===== src/logic/cih_defs.svh =====
/*
 constant definitions for the control input handler.
 assumes it is included by the package and the design files by bare name.
*/
`ifndef CIH_DEFS_SVH
`define CIH_DEFS_SVH
`define CIH_ACK_CYCLES 2'h2
`define CIH_ACK_LEN 3'h3
`define CIH_BIST_LEN 8'h10
`define CIH_BURST_XFERS 3'h4
`define CIH_SINGLE_XFERS 3'h1
`define CIH_VEC_W 8
`endif


===== src/logic/cih_pkg.sv =====
/*
 types shared by the control input handler modules.
 assumes cih_defs.svh is on the include path.
*/
`include "cih_defs.svh"
package cih_pkg;
    typedef enum logic [1:0] {
        CIH_LINE_INVALID,
        CIH_LINE_SHARED,
        CIH_LINE_EXCLUSIVE,
        CIH_LINE_MODIFIED
    } cih_line_e;

    typedef enum logic [2:0] {
        CIH_ST_RESET,
        CIH_ST_BIST,
        CIH_ST_RUN,
        CIH_ST_ACK1,
        CIH_ST_ACK2,
        CIH_ST_VECTOR
    } cih_state_e;

    // one bus cycle issued by the core
    typedef struct packed {
        logic valid;
        logic cacheable;
    } cih_cycle_s;

    // pin routing result
    typedef struct packed {
        logic maskable_irq_in;
        logic nmi_in;
        logic local_irq_line_zero;
        logic local_irq_line_one;
    } cih_irq_s;
endpackage


===== src/logic/cih_top.sv =====
/*
 control input handler: soft init, self test, maskable interrupt with
 acknowledge cycles, inquire invalidate and cache enable handling.
 assumes all inputs synchronous to i_ref_clk; the core signals
 instruction boundaries and bus cycle completion.
*/
// What this block does
// - soft init restarts only in run state, keeps caches and buffers
// - init high at reset fall runs self test
// - enabled interrupt gives two locked acknowledges
// - interrupt taken only at instruction boundary
// - inquire hit line shared or invalid
// - invalidate sampled with strobe clock
// - cache enable decides cycle length
// - cacheable cycle plus enable gives burst fill
// - pin zero maskable or local line zero
// - pin one nonmaskable or local line one
`timescale 1ns/10ps
`include "cih_defs.svh"
module cih_top
    import cih_pkg::*;
(
    // clock and reset
    input wire logic i_ref_clk,
    input wire logic i_rst,
    // control pins
    input wire logic i_soft_init,
    input wire logic i_pin_irq0,
    input wire logic i_pin_irq1,
    input wire logic i_lic_enable,
    input wire logic i_inquire_invalidate_in,
    input wire logic i_external_addr_strobe_n,
    input wire logic i_inquire_hit,
    input wire logic i_cache_enable_in_n,
    // core side
    input wire logic i_if_flag,
    input wire logic i_instr_done,
    input wire cih_cycle_s i_cycle,
    input wire logic i_bus_ready,
    // outputs
    output logic o_core_reset,
    output logic o_bist_active,
    output logic o_running,
    output logic o_inta_cycle,
    output logic o_bus_lock,
    output logic o_vector_take,
    output logic o_nmi,
    output logic o_local_irq_line_zero,
    output logic o_local_irq_line_one,
    output logic o_line_update,
    output cih_line_e o_line_state,
    output logic o_burst_fill,
    output logic [2:0] o_xfer_count
);
    cih_state_e state_reg;
    cih_state_e state_next;
    cih_irq_s irq;
    logic rst_seen_reg;
    logic init_prev_reg;
    logic [7:0] bist_cnt_reg;
    logic [2:0] ack_cnt_reg;
    logic [1:0] ack_num_reg;
    logic inq_pend_reg;
    logic inv_reg;
    logic init_pulse;
    logic take_irq;

    cih_irq_router u_router (
        .i_pin_irq0(i_pin_irq0),
        .i_pin_irq1(i_pin_irq1),
        .i_lic_enable(i_lic_enable),
        .o_irq(irq)
    );

    // hardware reset is the only power-up path
    always_ff @(posedge i_ref_clk or posedge i_rst) begin
        if (i_rst) begin
            rst_seen_reg <= 1'b1;
        end else begin
            rst_seen_reg <= 1'b0;
        end
    end

    always_ff @(posedge i_ref_clk or posedge i_rst) begin
        if (i_rst) begin
            init_prev_reg <= 1'b0;
        end else begin
            init_prev_reg <= i_soft_init;
        end
    end

    // rising edge only, so a held init does not loop the restart
    assign init_pulse = i_soft_init & ~init_prev_reg;
    assign take_irq = irq.maskable_irq_in & i_if_flag & i_instr_done;

    always_comb begin
        state_next = state_reg;
        case (state_reg)
            CIH_ST_RESET: begin
                // init level at reset release picks self test
                if (i_soft_init) begin
                    state_next = CIH_ST_BIST;
                end else begin
                    state_next = CIH_ST_RUN;
                end
            end
            CIH_ST_BIST: begin
                if (bist_cnt_reg == `CIH_BIST_LEN) begin
                    state_next = CIH_ST_RUN;
                end
            end
            CIH_ST_RUN: begin
                if (init_pulse) begin
                    state_next = CIH_ST_RUN;
                end else if (take_irq) begin
                    state_next = CIH_ST_ACK1;
                end
            end
            CIH_ST_ACK1: begin
                if (ack_cnt_reg == `CIH_ACK_LEN) begin
                    state_next = CIH_ST_ACK2;
                end
            end
            CIH_ST_ACK2: begin
                if (ack_cnt_reg == `CIH_ACK_LEN) begin
                    state_next = CIH_ST_VECTOR;
                end
            end
            CIH_ST_VECTOR: begin
                state_next = CIH_ST_RUN;
            end
            default: begin
                state_next = CIH_ST_RESET;
            end
        endcase
    end

    always_ff @(posedge i_ref_clk or posedge i_rst) begin
        if (i_rst) begin
            state_reg <= CIH_ST_RESET;
        end else begin
            state_reg <= state_next;
        end
    end

    // self test length counter
    always_ff @(posedge i_ref_clk or posedge i_rst) begin
        if (i_rst) begin
            bist_cnt_reg <= 8'h00;
        end else if (state_reg == CIH_ST_BIST) begin
            bist_cnt_reg <= bist_cnt_reg + 8'h01;
        end else begin
            bist_cnt_reg <= 8'h00;
        end
    end

    // two acknowledge cycles, each ack length plus one clocks
    always_ff @(posedge i_ref_clk or posedge i_rst) begin
        if (i_rst) begin
            ack_cnt_reg <= 3'h0;
            ack_num_reg <= 2'h0;
        end else if (state_reg == CIH_ST_ACK1 ||
                     state_reg == CIH_ST_ACK2) begin
            if (ack_cnt_reg == `CIH_ACK_LEN) begin
                ack_cnt_reg <= 3'h0;
                ack_num_reg <= ack_num_reg + 2'h1;
            end else begin
                ack_cnt_reg <= ack_cnt_reg + 3'h1;
            end
        end else begin
            ack_cnt_reg <= 3'h0;
            ack_num_reg <= 2'h0;
        end
    end

    always_ff @(posedge i_ref_clk or posedge i_rst) begin
        if (i_rst) begin
            o_inta_cycle <= 1'b0;
            o_bus_lock <= 1'b0;
            o_vector_take <= 1'b0;
        end else begin
            o_inta_cycle <= (state_next == CIH_ST_ACK1) ||
                            (state_next == CIH_ST_ACK2);
            // lock spans both acknowledges so no master slips between
            o_bus_lock <= (state_next == CIH_ST_ACK1) ||
                          (state_next == CIH_ST_ACK2);
            o_vector_take <= (state_next == CIH_ST_VECTOR);
        end
    end

    // core restart pulse; caches are not touched here
    always_ff @(posedge i_ref_clk or posedge i_rst) begin
        if (i_rst) begin
            o_core_reset <= 1'b1;
        end else begin
            o_core_reset <= (state_reg == CIH_ST_RUN) & init_pulse;
        end
    end

    assign o_bist_active = (state_reg == CIH_ST_BIST);
    assign o_running = (state_reg == CIH_ST_RUN);

    // routed nonmaskable and local lines zero and one
    always_ff @(posedge i_ref_clk or posedge i_rst) begin
        if (i_rst) begin
            o_nmi <= 1'b0;
            o_local_irq_line_zero <= 1'b0;
            o_local_irq_line_one <= 1'b0;
        end else begin
            o_nmi <= irq.nmi_in;
            o_local_irq_line_zero <= irq.local_irq_line_zero;
            o_local_irq_line_one <= irq.local_irq_line_one;
        end
    end

    // capture invalidate in the strobe clock
    always_ff @(posedge i_ref_clk or posedge i_rst) begin
        if (i_rst) begin
            inq_pend_reg <= 1'b0;
            inv_reg <= 1'b0;
        end else begin
            inq_pend_reg <= ~i_external_addr_strobe_n;
            if (!i_external_addr_strobe_n) begin
                inv_reg <= i_inquire_invalidate_in;
            end
        end
    end

    // final line state from the captured invalidate
    always_ff @(posedge i_ref_clk or posedge i_rst) begin
        if (i_rst) begin
            o_line_update <= 1'b0;
            o_line_state <= CIH_LINE_INVALID;
        end else begin
            o_line_update <= inq_pend_reg & i_inquire_hit;
            if (inq_pend_reg && i_inquire_hit) begin
                o_line_state <= inv_reg ? CIH_LINE_INVALID
                                        : CIH_LINE_SHARED;
            end
        end
    end

    // cacheable cycle with enable becomes burst fill
    always_ff @(posedge i_ref_clk or posedge i_rst) begin
        if (i_rst) begin
            o_burst_fill <= 1'b0;
            o_xfer_count <= `CIH_SINGLE_XFERS;
        end else if (i_cycle.valid && i_bus_ready) begin
            if (i_cycle.cacheable && !i_cache_enable_in_n) begin
                o_burst_fill <= 1'b1;
                o_xfer_count <= `CIH_BURST_XFERS;
            end else begin
                o_burst_fill <= 1'b0;
                o_xfer_count <= `CIH_SINGLE_XFERS;
            end
        end
    end

    AST_SELFTEST_ENTRY: assert property (
        @(posedge i_ref_clk) disable iff (i_rst)
        (rst_seen_reg && i_soft_init) |=> o_bist_active)
        else $error("self test not entered after init at reset");

    AST_NO_SELFTEST: assert property (
        @(posedge i_ref_clk) disable iff (i_rst)
        (rst_seen_reg && !i_soft_init) |=> o_running)
        else $error("unexpected self test");

    AST_TWO_ACKS: assert property (
        @(posedge i_ref_clk) disable iff (i_rst)
        (o_running && take_irq && !init_pulse) |=>
        o_inta_cycle [*8] ##1 o_vector_take)
        else $error("acknowledge sequence wrong");

    AST_ACK_COUNT: assert property (
        @(posedge i_ref_clk) disable iff (i_rst)
        (state_reg == CIH_ST_VECTOR) |-> (ack_num_reg == `CIH_ACK_CYCLES))
        else $error("acknowledge count wrong");

    AST_LOCK_WITH_ACK: assert property (
        @(posedge i_ref_clk) disable iff (i_rst)
        o_inta_cycle |-> o_bus_lock)
        else $error("acknowledge not locked");

    AST_BOUNDARY: assert property (
        @(posedge i_ref_clk) disable iff (i_rst)
        (o_running && !i_instr_done) |=> !o_inta_cycle)
        else $error("interrupt taken mid instruction");

    AST_INIT_RESTART: assert property (
        @(posedge i_ref_clk) disable iff (i_rst)
        (o_running && init_pulse) |=> o_core_reset && o_running)
        else $error("soft init did not restart");

    AST_LINE_STATE: assert property (
        @(posedge i_ref_clk) disable iff (i_rst)
        (!i_external_addr_strobe_n ##1 i_inquire_hit) |=>
        o_line_update && (o_line_state == (
            $past(i_inquire_invalidate_in, 2) ? CIH_LINE_INVALID
                                              : CIH_LINE_SHARED)))
        else $error("inquire line state wrong");

    AST_BURST: assert property (
        @(posedge i_ref_clk) disable iff (i_rst)
        (i_cycle.valid && i_bus_ready && i_cycle.cacheable &&
         !i_cache_enable_in_n) |=> o_burst_fill &&
        (o_xfer_count == `CIH_BURST_XFERS))
        else $error("burst fill not formed");

    AST_SINGLE: assert property (
        @(posedge i_ref_clk) disable iff (i_rst)
        (i_cycle.valid && i_bus_ready && i_cache_enable_in_n) |=>
        !o_burst_fill && (o_xfer_count == `CIH_SINGLE_XFERS))
        else $error("uncached cycle length wrong");

    AST_ROUTE_ONE: assert property (
        @(posedge i_ref_clk) disable iff (i_rst)
        i_pin_irq1 |=> (o_nmi != o_local_irq_line_one))
        else $error("pin one routing wrong");

    AST_ROUTE_ZERO: assert property (
        @(posedge i_ref_clk) disable iff (i_rst)
        (i_pin_irq0 && i_lic_enable) |=> o_local_irq_line_zero)
        else $error("pin zero routing wrong");
endmodule


===== src/logic/cih_irq_router.sv =====
/*
 routes the two shared interrupt pins by local controller enable.
 assumes pins are synchronous to i_ref_clk.
*/
`timescale 1ns/10ps
module cih_irq_router
    import cih_pkg::*;
(
    // pins
    input wire logic i_pin_irq0,
    input wire logic i_pin_irq1,
    input wire logic i_lic_enable,
    // routed
    output cih_irq_s o_irq
);
    always_comb begin
        o_irq.maskable_irq_in = i_pin_irq0 & ~i_lic_enable;
        o_irq.local_irq_line_zero = i_pin_irq0 & i_lic_enable;
        o_irq.nmi_in = i_pin_irq1 & ~i_lic_enable;
        o_irq.local_irq_line_one = i_pin_irq1 & i_lic_enable;
    end
endmodule


===== config.mk =====
export PLATFORM = sky130hd
export DESIGN_NAME = cih_top
export DESIGN_NICKNAME = d
export VERILOG_FILES = /design/src/logic/cih_pkg.sv /design/src/logic/cih_top.sv /design/src/logic/cih_irq_router.sv
export VERILOG_INCLUDE_DIRS = /design/src /design/src/logic
export SDC_FILE = /design/constraint.sdc
export NUM_CORES = 1
export LEC_CHECK = 0
export BUFFER_PORTS_ARGS = -buffer_cell sky130_fd_sc_hd__buf_2
export CORE_MARGIN = 8
export CORE_UTILIZATION = 25
export DETAILED_ROUTE_END_ITERATION = 6
export GPL_ROUTABILITY_DRIVEN = 0
export PLACE_DENSITY = 0.41
export SLEW_MARGIN = 20
export SYNTH_ARGS = -nofsm -noshare
export SYNTH_HDL_FRONTEND = slang
export SYNTH_SLANG_ARGS = --single-unit

===== constraint.sdc =====
create_clock -name i_ref_clk -period 4.76 [get_ports i_ref_clk]
set_input_delay 1.428 -clock i_ref_clk [delete_from_list [all_inputs] [get_ports i_ref_clk]]
set_output_delay 1.428 -clock i_ref_clk [all_outputs]
set_load 0.02 [all_outputs]

==> flow_summary.ini <==
[clocking]
h-tree-depth = 1
clk_pin_slew_ns = 0.09
clockBufferDepth = 2
hold_buffers = 0
clk_latency_ns = 0.27
cts_resized = 0
cts_tree = built
cts_setup_buffers = 0
clock_tree.root_cell = clkbuf_8
cts_made_buffers = 3
cts.sinks = 27

[power]
power.density_nw_per_um2 = 435.8
ir_worst_vdd_uv = 150.7
finalPower_w = 0.0006156
leakage_nw = 0.7182

[detailed_routing]
firstDrtPassIters = 4
wirelength_um = 2351
antenna_left = 0
met1Wirelength_um = 1021
wl_met3_um = 132
post_drt_wl_per_cell_um = 12.24
dr.first_iter.drc_count = 58
highest_layer = met4
drc = 0
num_vias = 855
dr_wl_met2_um = 1134
viasPerCell = 4.453

[floorplan]
die_area_sq_um = 7199
die_h_um = 84.85
start_util_pct = 25.42
rows = 25
core-area_sq_um = 4661
ios = 31
fp.dieW_um = 84.85

[synth]
yosysMostFrequentCell = dfrtp_1
synth_area_sq_um = 1185
syn_avg_cell_area_sq_um = 10.87
ys_seq_elements = 27
synth-edff-count = 0
yosys-top-cells-area = dfrtp_1, dfstp_2, xor2_1
synth_top_area_share_pct = 52.80
synthTopCellsByCount = dfrtp_1, nor2_1, inv_1, nand3_1, nand2_1
ys_warn_count = 0
yosysUniqueCellTypes = 32
async_flop_share_pct = 100.0
synth_cells = 109
synth_top_area_cell = dfrtp_1
ys_seq_area_share_pct = 57.23
synth_flop_cell = dfrtp_1

[timing]
tightest_slew_ns = 0.5572
relSlewSlack_pct = 62.80
fin_crit_ns = 2.932
hold_slack_ns = 0.4438
skew_ns = 0.002888
timing.setup.tns_ns = 0
drv_slew = 0
period_share_pct = 61.60
final_hold_viol_count = 0
rsz0062_at_grt = no
setup-violations-final = 0
max_freq_mhz = 341.1

[global_route]
grtUsageTotal_pct = 7.168
grt_pass1_vias = 855
grt-ovfl-total = 0
antenna_found_initial = 0
grt_max_degree = 28
grt_first_pass_wirelength_um = 4084

[placement]
place.port_buffers = 28
dp.cells = 188
place_hpwl_um = 1807

[finish]
drive_gt1_share_pct = 28.26
stdcell_count = 192
fin_nets = 157
antenna_cells = 0
final_util_pct = 30.31
multiInputGateArea_sq_um = 446.7
fillCellCount = 490
largest_reg_flops = 8
seqCellArea_sq_um = 678.2
syn_to_final_growth_pct = 19.22

[critical_path]
crit_start = state_reg[0]$_DFF_PP0_
worstSetupStartpointType = flip-flop
critPathKind = flip-flop to primary output
worstPathRequired_ns = 3.33
endpoint_kind = primary output
crit_fanout = 8
r2r-start = bist_cnt_reg[0]$_DFF_PP0_
cp.arrival_ns = 1.50

[status]
outcome = finished, final reports clean

[run]
drv_cap = 0

[min_path]
hold_start = ack_cnt_reg[0]$_DFF_PP0_
min_path_type = flip-flop to flip-flop
[placed cells by master, fill, tap and decap left out]
cell      count
a21boi_0      1
a21o_1        1
a21oi_1       3
a21oi_2       1
a221oi_1      1
a31o_1        1
and2_1        2
and3_1        3
and4b_1       1
buf_2        28
clkbuf_8      3
clkinv_2      1
conb_1        2
dfrtp_1      25
dfstp_2       2
ha_1          3
inv_1         8
inv_2         1
mux2_1        1
mux2_2        1
nand2_1       6
nand2b_1      3
nand3_1       7
nor2_1       11
nor2b_1       4
nor3_1        2
nor3b_1       2
nor4_1        1
nor4_2        1
o21ai_0       3
o31ai_1       1
or3_1         1
or4b_4        1
xnor2_1       1
xor2_1        5
[cell type report]
type,count,area share [%]
inverter,9,2.392
multi-input combinational,70,31.62
timing repair buffer,28,9.920
clock buffer,3,2.923
tap,54,4.783
sequential,27,48.01
clock inverter,1,0.3543
[through the flow]
stage | worst slack (ns) | area [sq um]
after floorplan | 2.282 | 1189
after global placement | 2.159 | 1366
after detailed placement | 2.111 | 1366
after CTS | 1.805 | 1413
after global routing | 1.631 | 1413
final | 1.828 | 1413
[critical path: stages (launching register included)]
cell,delay [ns]
dfrtp_1,0.44
nor2b_1,0.30
nand2_1,0.24
inv_1,0.09
buf_2,0.16
[metal layers]
layer	GRT usage, %	vias to the layer above
li1	-	414
met1	7.984	411
met2	12.03	26
met3	1.834	4
met4	4.369	0
met5	0	-
[logic make-up (layout without fill, tap and decap cells)]
kind of cell / count (synthesis) / count (layout) / synth area share [%]
buffers and inverters: 13 / 41 / 5.385
DFF: 27 / 27 / 57.23
xor gates and xnor gates: 6 / 6 / 4.435
adders and majority gates: 3 / 3 / 3.168
muxes: 2 / 2 / 1.901
and+or+nand+nor: 45 / 45 / 20.91
AOI/OAI and AO/OA: 12 / 12 / 6.653
other: 1 / 2 / 0.3165
[final timing paths]
check	to	slack, ns	depth (start not counted)
setup / recovery	o_bist_active	1.83	4
max in group asynchronous	o_core_reset$_DFF_PP1_	3.19	2
min in group asynchronous	o_xfer_count[2]$_DFFE_PP0P_	1.19	2
setup reg to reg	o_bus_lock$_DFF_PP0_	2.72	7
hold / removal	ack_cnt_reg[0]$_DFF_PP0_	0.44	1
hold reg to reg	ack_cnt_reg[0]$_DFF_PP0_	0.44	1
[power by group]
part | internal [W] | switching [W] | total, W
registers | 0.000265 | 0.0000352 | 0.000300
clock network | 0.0000587 | 0.0000700 | 0.000129
logic | 0.0000715 | 0.000116 | 0.000187
Power figures use the tool's default switching activity.
